File: src/tme_pkg.sv
// Package: register map, field positions and reset values
package tme_pkg;

  // ****************************************************************
  // Register offsets (byte addresses)
  // ****************************************************************
  localparam logic [11:0] TME_OFS_MASK  = 12'h0300;
  localparam logic [11:0] TME_OFS_SET   = 12'h0304;
  localparam logic [11:0] TME_OFS_CLEAR = 12'h0308;

  // ****************************************************************
  // Enable bit positions
  // ****************************************************************
  localparam int TME_BIT_STOPPED   = 1;
  localparam int TME_BIT_ERROR     = 9;
  localparam int TME_BIT_SUSPENDED = 18;
  localparam int TME_BIT_RX_BEGAN  = 19;
  localparam int TME_BIT_TX_BEGAN  = 20;
  localparam int TME_BIT_FINAL_RX  = 23;
  localparam int TME_BIT_FINAL_TX  = 24;

  localparam int TME_NUM_EVENTS = 7;

  // ****************************************************************
  // Reset values and masks
  // ****************************************************************
  localparam logic [31:0] TME_EN_RESET = 32'h0000_0000;
  localparam logic [31:0] TME_EN_IMPL  = 32'h0000_0000
    | (32'h0000_0001 << TME_BIT_STOPPED)
    | (32'h0000_0001 << TME_BIT_ERROR)
    | (32'h0000_0001 << TME_BIT_SUSPENDED)
    | (32'h0000_0001 << TME_BIT_RX_BEGAN)
    | (32'h0000_0001 << TME_BIT_TX_BEGAN)
    | (32'h0000_0001 << TME_BIT_FINAL_RX)
    | (32'h0000_0001 << TME_BIT_FINAL_TX);
  localparam logic [31:0] TME_RDATA_UNMAPPED = 32'h0000_0000;

  // Event index order on the 7-bit event vectors
  typedef enum logic [2:0] {
    TME_EV_STOPPED,
    TME_EV_ERROR,
    TME_EV_SUSPENDED,
    TME_EV_RX_BEGAN,
    TME_EV_TX_BEGAN,
    TME_EV_FINAL_RX,
    TME_EV_FINAL_TX
  } tme_event_e;

  // Place a packed event vector at the enable bit positions
  function automatic logic [31:0] tme_spread(
    input logic [TME_NUM_EVENTS-1:0] ev
  );
    logic [31:0] w;
    w = 32'h0000_0000;
    w[TME_BIT_STOPPED]   = ev[TME_EV_STOPPED];
    w[TME_BIT_ERROR]     = ev[TME_EV_ERROR];
    w[TME_BIT_SUSPENDED] = ev[TME_EV_SUSPENDED];
    w[TME_BIT_RX_BEGAN]  = ev[TME_EV_RX_BEGAN];
    w[TME_BIT_TX_BEGAN]  = ev[TME_EV_TX_BEGAN];
    w[TME_BIT_FINAL_RX]  = ev[TME_EV_FINAL_RX];
    w[TME_BIT_FINAL_TX]  = ev[TME_EV_FINAL_TX];
    return w;
  endfunction : tme_spread

  // Expand Wishbone byte selects to a bit mask
  function automatic logic [31:0] tme_lanes(input logic [3:0] sel);
    return {{8{sel[3]}}, {8{sel[2]}}, {8{sel[1]}}, {8{sel[0]}}};
  endfunction : tme_lanes

endpackage : tme_pkg

File: src/tme_en_if.sv
// Interface: enable-state update strobes between decoder and store
`timescale 1ns/1ps
`default_nettype none
interface tme_en_if;
  logic        wr_en;
  logic [31:0] wr_bits;
  logic [31:0] wr_mask;
  logic        set_en;
  logic [31:0] set_bits;
  logic        clr_en;
  logic [31:0] clr_bits;
  logic [31:0] enable;

  modport ctl   (output wr_en, wr_bits, wr_mask, set_en, set_bits,
                 clr_en, clr_bits, input enable);
  modport store (input wr_en, wr_bits, wr_mask, set_en, set_bits,
                 clr_en, clr_bits, output enable);
endinterface : tme_en_if
`default_nettype wire

File: src/tme_en_store.sv
// Module: the single enable state behind the mask, set and clear views
`timescale 1ns/1ps
`default_nettype none
module tme_en_store
  import tme_pkg::*;
(
  input  wire logic clk_i,
  input  wire logic rst_i,
  tme_en_if.store   en_if
);

  logic [31:0] en_r;
  logic [31:0] en_nxt;

  // ****************************************************************
  // Update
  // ****************************************************************
  always_comb begin
    en_nxt = en_r;
    if (en_if.wr_en) begin
      en_nxt = (en_r & ~en_if.wr_mask) | (en_if.wr_bits & en_if.wr_mask);
    end
    if (en_if.set_en) begin
      en_nxt = en_nxt | en_if.set_bits;
    end
    if (en_if.clr_en) begin
      en_nxt = en_nxt & ~en_if.clr_bits;
    end
    // Unimplemented positions never hold a one
    en_nxt = en_nxt & TME_EN_IMPL;
  end

  always_ff @(posedge clk_i) begin
    if (rst_i) begin
      en_r <= TME_EN_RESET;
    end else begin
      en_r <= en_nxt;
    end
  end

  assign en_if.enable = en_r;

endmodule : tme_en_store
`default_nettype wire

File: src/tme_top.sv
// Module: interrupt enable registers of the two-wire master, Wishbone slave
`timescale 1ns/1ps
`default_nettype none
module tme_top
  import tme_pkg::*;
(
  input  wire logic                      REF_CLK_I,
  input  wire logic                      RESET_I,
  // Wishbone classic slave
  input  wire logic                      WB_CYC_I,
  input  wire logic                      WB_STB_I,
  input  wire logic                      WB_WE_I,
  input  wire logic [11:0]               WB_ADR_I,
  input  wire logic [3:0]                WB_SEL_I,
  input  wire logic [31:0]               WB_DAT_I,
  output var  logic [31:0]               WB_DAT_O,
  output var  logic                      WB_ACK_O,
  // Byte engine boundary indications, same clock
  input  wire logic                      TX_BYTE_START_I,
  input  wire logic                      TX_BYTE_LAST_I,
  input  wire logic                      RX_BYTE_START_I,
  input  wire logic                      RX_BYTE_LAST_I,
  output var  logic                      FINAL_TX_BYTE_EVENT_O,
  output var  logic                      FINAL_RX_BYTE_EVENT_O,
  // Pending event flags from the event registers, same clock
  input  wire logic [TME_NUM_EVENTS-1:0] EVENT_FLAGS_I,
  output var  logic [TME_NUM_EVENTS-1:0] ENABLE_O,
  output var  logic                      IRQ_O
);

  tme_en_if en_if ();

  logic        req;
  logic        hit_mask;
  logic        hit_set;
  logic        hit_clear;
  logic        commit;
  logic [31:0] lanes;
  logic [31:0] rdata_nxt;
  logic [31:0] pend_w;
  logic        ack_r;
  logic [31:0] rdata_r;
  logic        irq_r;
  logic        ftx_r;
  logic        frx_r;
  logic [TME_NUM_EVENTS-1:0] enable_r;

  // ****************************************************************
  // Bus decode
  // ****************************************************************
  // Answer one cycle after the request; the write lands on the same
  // edge at which the master samples ack, so nothing changes early.
  assign req       = WB_CYC_I & WB_STB_I;
  assign commit    = req & ack_r & WB_WE_I;
  assign hit_mask  = (WB_ADR_I == TME_OFS_MASK);
  assign hit_set   = (WB_ADR_I == TME_OFS_SET);
  assign hit_clear = (WB_ADR_I == TME_OFS_CLEAR);
  assign lanes     = tme_lanes(WB_SEL_I);

  always_ff @(posedge REF_CLK_I) begin
    if (RESET_I) begin
      ack_r <= 1'b0;
    end else begin
      ack_r <= req & ~ack_r;
    end
  end

  // ****************************************************************
  // Enable state updates
  // ****************************************************************
  assign en_if.wr_en    = commit & hit_mask;
  assign en_if.wr_bits  = WB_DAT_I;
  assign en_if.wr_mask  = lanes;
  assign en_if.set_en   = commit & hit_set;
  // Zeros in the set value are ignored by the or-in
  assign en_if.set_bits = WB_DAT_I & lanes;
  assign en_if.clr_en   = commit & hit_clear;
  assign en_if.clr_bits = WB_DAT_I & lanes;

  tme_en_store u_store (
    .clk_i (REF_CLK_I),
    .rst_i (RESET_I),
    .en_if (en_if.store)
  );

  // ****************************************************************
  // Read data
  // ****************************************************************
  // All three views read back the one shared enable state
  always_comb begin
    rdata_nxt = TME_RDATA_UNMAPPED;
    if (hit_mask || hit_set || hit_clear) begin
      rdata_nxt = en_if.enable & TME_EN_IMPL;
    end
  end

  always_ff @(posedge REF_CLK_I) begin
    if (RESET_I) begin
      rdata_r <= 32'h0000_0000;
    end else if (req && !ack_r) begin
      rdata_r <= rdata_nxt;
    end
  end

  assign WB_DAT_O = rdata_r;
  assign WB_ACK_O = ack_r;

  // ****************************************************************
  // Final byte events
  // ****************************************************************
  // A one-cycle pulse in the cycle after the boundary where the last byte begins
  always_ff @(posedge REF_CLK_I) begin
    if (RESET_I) begin
      ftx_r <= 1'b0;
      frx_r <= 1'b0;
    end else begin
      ftx_r <= TX_BYTE_START_I & TX_BYTE_LAST_I;
      frx_r <= RX_BYTE_START_I & RX_BYTE_LAST_I;
    end
  end

  assign FINAL_TX_BYTE_EVENT_O = ftx_r;
  assign FINAL_RX_BYTE_EVENT_O = frx_r;

  // ****************************************************************
  // Interrupt
  // ****************************************************************
  // Each event is gated by its own enable position
  assign pend_w = tme_spread(EVENT_FLAGS_I) & en_if.enable;

  always_ff @(posedge REF_CLK_I) begin
    if (RESET_I) begin
      irq_r <= 1'b0;
    end else begin
      irq_r <= |pend_w;
    end
  end

  always_ff @(posedge REF_CLK_I) begin
    if (RESET_I) begin
      enable_r <= '0;
    end else begin
      enable_r <= {en_if.enable[TME_BIT_FINAL_TX],
                   en_if.enable[TME_BIT_FINAL_RX],
                   en_if.enable[TME_BIT_TX_BEGAN],
                   en_if.enable[TME_BIT_RX_BEGAN],
                   en_if.enable[TME_BIT_SUSPENDED],
                   en_if.enable[TME_BIT_ERROR],
                   en_if.enable[TME_BIT_STOPPED]};
    end
  end

  assign IRQ_O    = irq_r;
  assign ENABLE_O = enable_r;

endmodule : tme_top
`default_nettype wire
File: config.mk
export PLATFORM = sky130hd
export DESIGN_NAME = tme_top
export DESIGN_NICKNAME = d
export VERILOG_FILES = /design/src/tme_pkg.sv /design/src/tme_en_if.sv /design/src/tme_en_store.sv /design/src/tme_top.sv
export SDC_FILE = /design/constraint.sdc
export NUM_CORES = 1
export LEC_CHECK = 0
export ABC_AREA = 1
export BUFFER_PORTS_ARGS = -buffer_cell sky130_fd_sc_hd__clkbuf_2
export CORE_UTILIZATION = 40
export CTS_CLUSTER_SIZE = 12
export DETAILED_ROUTE_END_ITERATION = 7
export PLACE_DENSITY_LB_ADDON = 0.3
export SLEW_MARGIN = 20
export SYNTH_ARGS = -nofsm -noshare
export SYNTH_HDL_FRONTEND = slang
export SYNTH_SLANG_ARGS = --single-unit
File: constraint.sdc
create_clock -name REF_CLK_I -period 2.2 [get_ports REF_CLK_I]
set_input_delay 0.33 -clock REF_CLK_I [delete_from_list [all_inputs] [get_ports REF_CLK_I]]
set_output_delay 0.33 -clock REF_CLK_I [all_outputs]
set_load 0.02 [all_outputs]
==> results.md, run 1 <==
- Status: completed
- Number of global-route vias before repair: 920
- FF+latch count, synth: 25
- Core footprint: 0.00334 mm2
- Syn Inst Count: 180
- Async set or reset register ratio after synthesis: 0%
- Placed cell count: 277
- WP data required: 2430 ps
- Die Ht: 61.0 um
- Leakage: 0.834 nW
- RSZ-0062 raised after global routing: false
- Initial core utilization: 41.7%
- Vias post-DR: 1189
- Initial antenna violation count: 0
- Final Power: between 0.0008 and 0.0009 W
- Routed Antenna Nets: 0
- Area contributors post-synth: dfxtp_1, buf_4, nand2_1
- WL/cell: 8.66 um
- Area Growth Syn to Fin: 17.4%
- Final Hold Fails: 0
- Crit share post-route: 61.5%
- Kind of critical path: reg2reg
- First-pass GRT wire length: 3.91 mm
- Post-synth EDFFs: 0
- Worst Hold Launch: RX_BYTE_LAST_I
- Synth top cells by count: nand2_1, buf_4, dfxtp_1
- Fmax: 0.739 GHz
- Row count: 21
- Hold-fix buffers, CTS: 0
- Final wirelength: 2.43 mm
- IO Count: between 100 and 150
- CP startpoint kind: flop
- Post-CTS sizing: 0
- Die area: 0.00372 mm2
- Register area share after synthesis: 35.9%
- Slew Viols, Final: 0
- Cell area after layout: 0.00164 mm2
- First-pass iteration count of the detailed router: 4
- Post-synth top area share: between 30% and 40%
- # clock sinks: 25
- Latest clock arrival within the worst-skew pair: 320 ps
- CP Capture Type: flop
- Via-per-instance ratio: 4.23
- Synth unique cells: 21
- Fin crit period: 1350 ps
- Hold WC Path Type: in2reg
- Hpwl dp: about 1.9 mm
- Peak supply drop: 0.000170 V
- Top-count cell post-synth: nand2_1
- Clock skew: roughly 4 ps
- N_diodes: 0
- Layout Cells excl Fill: 281
- Clock Tree Buf Depth: 2
- Fraction of layout cells with a size suffix above 1: 36.2%
- Ys Warns: 0
- Synthesized area: 0.00139 mm2
- Final core occ: just under 50%
- DRC viols: 0
- Grt ovf: 0
- CTS tree: yes
- Top_reg_cell synth: dfxtp_1
- Nets: 300
- Number of buffers created by CTS: 3
- Gpl congestion: 0.725
- Die Wd: 61.0 um
- Pwr/cell area: 504 mW/mm2
- Post-CTS setup buffers: 0
- Critical Path Source: WB_ACK_O
- Avg Cell Area, Syn: roughly 7.7 um2
- Setup TNS: 0 ps
- Setup violations, final: 0
- Root buf cell: clkbuf_4
- R2R Path Start: WB_ACK_O
- H-tree levels: 1
- Crit Path Max Fanout: 18
- 1st-iter DRT viols: 46
- Max Cap Violations: 0
- Clk pin slew, worst setup/hold paths: 140 ps
- Post-synth top area cell: dfxtp_1
- I/O Buffers: 56
- CP arrival: 1580 ps
- Total track usage: between 10% and 20%
- Largest net degree at the start of global routing: 20
- Placed Area: 0.00161 mm2
==> per-layer routing <==
metal / GRT usage [%] / vias up / part of all wire (%)
met2: 22.3 / 47 / 44
li1: - / 645 / -
met1: 18.7 / 492 / 47
met4: 5.84 / 0 / 1.3
met3: 2.99 / 5 / 7.1
met5: 0 / - / 0
==> final timing paths <==
path	endpoint	slack, ps	cells past startpoint
worst max-delay path	u_store.en_if.enable[18]	850	5
worst min-delay path	FINAL_RX_BYTE_EVENT_O	180	3
worst max register to register	u_store.en_if.enable[18]	850	5
worst min register to register	ENABLE_O[3]	490	2
==> cells by family after synthesis <==
| group | Yosys count | share of synthesized area [%] |
|---|---|---|
| AO/OA/AOI/OAI | 26 | 12.5 |
| buffers and inverters | 50 | 21.4 |
| flip-flops | 25 | 35.9 |
| other | 1 | 0.269 |
| AND/OR/NAND/NOR | 78 | 29.9 |
==> flip-flops by register name, indices dropped and copies added (netlist names) <==
register	count
WB_ACK_O	1
FINAL_TX_BYTE_EVENT_O	1
WB_DAT_O	7
FINAL_RX_BYTE_EVENT_O	1
u_store.en_if.enable	7
ENABLE_O	7
IRQ_O	1
==> final cells by class <==
type                       count  area [um2]
sequential                    25         500
fill                         351        1700
timing repair buffer          57         288
clock buffer                   3        22.5
clock inverter                 1        7.51
tap                           46        57.6
multi-input combinational    129         684
inverter                      20        75.1
==> cell usage in the layout, fill, tap and decap left out, types with 2 or more instances in the layout <==
cell type / n
a21oi_1: 9
a21oi_2: 7
clkbuf_2: 56
clkbuf_4: 3
conb_1: 25
dfxtp_1: 25
inv_1: 20
nand2_1: 31
nand2_2: 10
nand4_1: 18
nor2_1: 12
nor2_2: 2
nor2_4: 2
nor2_8: 2
o21ai_0: 7
==> stage by stage <==
stage / hold slack (ps) / setup WS, ps
after global placement: 467 / 781
after detailed placement: 475 / 759
after global routing: 156 / 727
final: 183 / 847
after floorplan: 407 / 992
after CTS: 176 / 849
==> critical path: stages, from the launching register on <==
cell,delay [ps]
dfxtp_1,390
nand2_1,100
nor2_4,310
nand4_1,270
nand2_1,130
a21oi_1,60
==> where the power goes <==
group / total (W) / internal, W / switching [W]
sequential: 0.000467 / 0.000463 / 0.00000418
combinational: 0.000149 / 0.0000463 / 0.000103
clock: 0.000208 / 0.0000695 / 0.000138
total: 0.000823 / 0.000578 / 0.000245
(Power assumes the default switching activity.)
==> run 2, diff against run 1 <==
Settings changed: CORE_UTILIZATION 40 to 36.
Clock period 2.2 ns to 1.1 ns, I/O delays scaled along.
==> results.md, run 2 (synthesis gave the netlist of run 1 again) <==
- Routed Antenna Nets: 0 (unchanged)
- Slew Viols, Final: 0 (unchanged)
- Total track usage: 13.5% (-0.62 points)
- Crit Path Max Fanout: 6 (-12)
- CP arrival: 1230 ps (-350 ps)
- CP Capture Type: flop
- WL/cell: 9.00 um (+3.9%)
- Max stage delay cell, worst path: dfxtp_4
- Fill count: 391 (+11%)
- Most frequent cells in the layout: clkbuf_2, nand2_1, conb_1, dfxtp_1, inv_1
- # clock sinks: 25 (unchanged)
- Grt ovf: 0 (unchanged)
- Worst path bufs/invs: 1 (+1)
- CTS tree: yes
- Status: completed
- Most common cell after layout, fill and taps aside: clkbuf_2
- Clock skew: 3.99 ps (-0.0381 ps)
- Cells along the critical path: nand2_4, nor2_4, buf_4, nand4_1, nand2_1, a21oi_1
- First-pass GRT wire length: 4.46 mm (+14%)
- Nets: 312 (+4.0%)
- I/O Buffers: 56 (unchanged)
- Latest clock arrival within the worst-skew pair: 260 ps (-60 ps)
- Initial antenna violation count: 0 (unchanged)
- Gpl congestion: 0.772 (+6.5%)
- Final wirelength: 2.65 mm (+9.1%)
- Peak supply drop: 0.000495 V (+190%)
- Die Wd: 64.2 um (+5.2%)
- Root buf cell: clkbuf_8
- 1st-iter DRT viols: 59 (+28%)
- Setup TNS: 0 ps (unchanged)
- Clock Tree Buf Depth: 2 (unchanged)
- Die area: 0.00412 mm2 (+11%)
- Vias post-DR: 1262 (+6.1%)
- Largest stage delay, worst path: 380 ps (about the same)
- H-tree levels: 1 (unchanged)
- DRC viols: 0 (unchanged)
- Kind of critical path: reg2reg
- Fmax: 0.933 GHz (+26%)
- Initial core utilization: 37.8% (-4.0 points)
- Via-per-instance ratio: 4.28 (+1.1%)
- Largest net degree at the start of global routing: 16 (-20%)
- Clk pin slew, worst setup/hold paths: 90 ps (-50 ps)
- Row count: 22 (+4.8%)
- Number of global-route vias before repair: 1110 (+21%)
- IO Count: 107 (unchanged)
- Hold WC Path Type: in2reg
- Leakage: 0.920 nW (+10%)
- Setup violations, final: 0 (unchanged)
- Die Ht: 64.2 um (+5.2%)
- Fin crit period: 1070 ps (-281 ps)
- N_diodes: 0 (unchanged)
- Hpwl dp: 2.14 mm (+12%)
- Smallest hold slack: 91.4 ps (-91.3 ps)
- CP delay by family, top: flip-flops
- CP startpoint kind: flop
- Pwr/cell area: 1010 mW/mm2 (+100%)
- Area Growth Syn to Fin: 26.8%
- Fraction of layout cells with a size suffix above 1: 40.9% (+4.7 points)
- RSZ-0062 raised after global routing: true
- WP data required: 1260 ps (-1170 ps)
- Crit share post-route: 97.5% (+36 points)
- Post-CTS setup buffers: 0 (unchanged)
- Core footprint: 0.00369 mm2 (+11%)
- First-pass iteration count of the detailed router: 4 (unchanged)
- Max Cap Violations: 0 (unchanged)
- Final Hold Fails: 0 (unchanged)
- Number of buffers created by CTS: 3 (unchanged)
## run 2: cell types whose count changed in the layout (fill, tap and decap cells not counted), sizes merged
| cell | delta |
|---|---|
| buf | +12 |
| clkinvlp | -1 |
| inv | +1 |
## run 2: report_power, final
part | switching [W] | internal [W]
Combinational | 0.000210 | 0.000103
Clock | 0.000278 | 0.000258
Sequential | 0.00000997 | 0.000923
## run 2: timing repair
item                                    4_1_cts  5_1_grt
pin swaps                                     0        2
hold buffers                                  0        0
gates resized for setup                       1        4
endpoints found under the setup margin        2        7
hold endpoints to repair                      0        0
gates cloned                                  0        1
## run 2: cell type report
type                       instances  area [um2]  share of cell area [%]
inverter                          20        75.1                    4.25
clock inverter                     1        6.26                   0.354
tap                               48        60.1                    3.40
timing repair buffer              69         379                    21.5
multi-input combinational        129         699                    39.6
sequential                        25         504                    28.6
clock buffer                       3        41.3                    2.34
## run 2: per-layer routing
layer / vias to the layer above / part of all wire, % / track usage (%)
met3: 2 / 6.1 / 1.61
met2: 43 / 49 / 24.2
met1: 547 / 44 / 16.4
met5: - / 0 / 0
met4: 0 / 0.72 / 4.72
li1: 670 / - / -
## run 2: path summary, 6_finish.rpt
path / startpoint / to / slack (ps) / cells past startpoint
worst min register to register: WB_ACK_O / WB_ACK_O / 460 / 1
worst min-delay path: TX_BYTE_LAST_I / FINAL_TX_BYTE_EVENT_O / 90 / 3
worst max-delay path: WB_ACK_O / u_store.en_if.enable[24] / 30 / 6
worst max register to register: WB_ACK_O / u_store.en_if.enable[24] / 30 / 6
## run 2: through the flow
stage	instance area, um2	util [%]	setup WS (ps)	std cells	total power (W)
floorplan	1490	-	18.8	204	0.00122
global placement	1690	45.9	7.60	290	0.00126
detailed placement	1690	45.9	5.51	290	0.00126
CTS	1750	47.3	0.940	294	0.00179
global route	1770	47.9	-28.6	295	0.00186
finish	1770	47.9	27.7	295	0.00178
## run 2: worst register-to-register path, cell delays in order (launching register included)
cell and delay [ps]:
dfxtp_4 380, nand2_4 60, nor2_4 150, buf_4 170
nand4_1 100, nand2_1 70, a21oi_1 50
==> run 3, diff against run 2 <==
Settings changed: CTS_BUF_LIST from default to sky130_fd_sc_hd__clkbuf_16.
==> results.md, run 3 (synthesis gave the netlist of run 1 again) <==
- Fraction of layout cells with a size suffix above 1: 40.2% (-0.65 points)
- Routed Antenna Nets: 0 (unchanged)
- H-tree levels: 1 (unchanged)
- RSZ-0062 raised after global routing: true
- Initial core utilization: 37.8% (unchanged)
- CP startpoint kind: flop
- I/O Buffers: 56 (unchanged)
- First-pass GRT wire length: 4.51 mm (+1.1%)
- Root buf cell: clkbuf_16
- 1st-iter DRT viols: 51 (-14%)
- CP Capture Type: flop
- Vias post-DR: 1251 (-0.87%)
- R2R setup slack: 50 ps (+20 ps)
- Number of buffers created by CTS: 3 (unchanged)
- Final wirelength: 2.68 mm (+1.1%)
- Crit share post-route: 95.9% (-1.6 points)
- # clock sinks: 25 (unchanged)
- Setup TNS: 0 ps (unchanged)
- Max stage delay cell, worst path: dfxtp_4
- Placed Area: 0.00169 mm2 (unchanged)
- Max Cap Violations: 0 (unchanged)
- R2R Path Start: WB_ACK_O
- Die Ht: 64.2 um (unchanged)
- Cell area after layout: 0.00179 mm2 (+1.6%)
- Setup WS post-layout: 45.6 ps (+17.9 ps)
- Die Wd: 64.2 um (unchanged)
- WL/cell: 9.13 um (+1.5%)
- Peak supply drop: 0.000557 V (+13%)
- Most frequent cells in the layout: clkbuf_2, nand2_1, conb_1, dfxtp_1, inv_1
- Hold-critical path depth: 3 (unchanged)
- Layout Cells excl Fill: 294 (-0.34%)
- Initial antenna violation count: 0 (unchanged)
- Grt ovf: 0 (unchanged)
- Clock Tree Buf Depth: 2 (unchanged)
- Gpl congestion: 0.772 (unchanged)
- Worst Hold Launch: TX_BYTE_LAST_I
- Number of global-route vias before repair: 1126 (+1.4%)
- IO Count: 107 (unchanged)
- Hold Path End: FINAL_TX_BYTE_EVENT_O
- Row count: 22 (unchanged)
- Most common cell after layout, fill and taps aside: clkbuf_2
- Nets: 311 (-0.32%)
- Final Hold Fails: 0 (unchanged)
- Kind of critical path: reg2reg
- R2R depth: 5 (-1)
- Placed cell count: 290 (unchanged)
- Fin crit period: 1050 ps (-17.9 ps)
- Reg-to-reg endpoint: u_store.en_if.enable[19]
- Hpwl dp: 2.14 mm (unchanged)
- CP arrival: 1200 ps (-30 ps)
- Leakage: 0.930 nW (+1.1%)
- Hold-fix buffers, CTS: 0 (unchanged)
- Largest net degree at the start of global routing: 16 (unchanged)
- CP delay by family, top: simple AND/OR/NAND/NOR gates
- Setup violations, final: 0 (unchanged)
- DRC viols: 0 (unchanged)
- Final core occ: 48.6% (+0.78 points)
- Core footprint: 0.00369 mm2 (unchanged)
- Setup WS pre-CTS: 5.51 ps (unchanged)
- Pwr/cell area: 1140 mW/mm2 (+13%)
- Via-per-instance ratio: 4.26 (-0.53%)
- First-pass iteration count of the detailed router: 4 (unchanged)
- Fmax: 0.948 GHz (+1.7%)
- N_diodes: 0 (unchanged)
- Critical Path Source: WB_ACK_O
- Status: completed
- Latest clock arrival within the worst-skew pair: 260 ps (about the same)
- Cells along the critical path: nand2_4, nor2_4, nand4_1, nand2_1, a21oi_1
- Clock skew: 4.72 ps (+0.726 ps)
- Area Growth Syn to Fin: 28.8%
- Total track usage: 13.9% (+0.45 points)
- Die area: 0.00412 mm2 (unchanged)
- Clk pin slew, worst setup/hold paths: 60 ps (-30 ps)
- Crit Path Max Fanout: 4 (-2)
- Slew Viols, Final: 0 (unchanged)
- WP data required: 1240 ps (-20 ps)
- CTS tree: yes
- Largest stage delay, worst path: 370 ps (about the same)
- Worst path bufs/invs: 0 (-1)
- Hold WC Path Type: in2reg
run 3: power breakdown:
group          switching (W)  internal (W)  leakage [nW]
clock network       0.000301      0.000494        0.0414
registers          0.0000103      0.000924         0.204
logic               0.000210      0.000103         0.685
total               0.000521       0.00152         0.930
run 3: worst min-delay path: cells and delay by family:
family	cells	cell delay [ps]
AND/OR/NAND/NOR	2	80
buffers and inverters	1	80
run 3: stage by stage:
| stage | power [W] | hold WS (ps) |
|---|---|---|
| floorplan | 0.00122 | 232 |
| global placement | 0.00126 | 370 |
| detailed placement | 0.00126 | 376 |
| CTS | 0.00206 | 101 |
| global route | 0.00213 | 112 |
| finish | 0.00204 | 103 |
run 3: timing repair:
item,4_1_cts,5_1_grt
resized for setup,1,4
pin swaps,0,2
setup buffers,0,0
endpoints found under the setup margin,1,7
hold endpoints to repair,0,0
run 3: worst max path at each step:
stage                                     to  cells past startpoint
finish              u_store.en_if.enable[19]                      5
global route        u_store.en_if.enable[19]                      5
CTS                 u_store.en_if.enable[24]                      6
detailed placement  u_store.en_if.enable[19]                      7
global placement     u_store.en_if.enable[9]                      7
floorplan            u_store.en_if.enable[9]                      6
run 3: metal layers:
| layer | vias up | global-route usage (%) | share of wire (%) |
|---|---|---|---|
| met3 | 2 | 2.14 | 5.7 |
| li1 | 669 | - | - |
| met1 | 539 | 16.5 | 45 |
| met5 | - | 0 | 0 |
| met2 | 41 | 24.6 | 48 |
| met4 | 0 | 6.39 | 0.67 |
run 3: layout make-up:
| cell class | count | area (um2) |
|---|---|---|
| Fill cell | 390 | 1890 |
| Inverter | 20 | 75.1 |
| Clock buffer | 3 | 75.1 |
| Sequential cell | 25 | 504 |
| Tap cell | 48 | 60.1 |
| Multi-Input combinational cell | 129 | 696 |
| Timing Repair Buffer | 68 | 378 |
| Clock inverter | 1 | 6.26 |
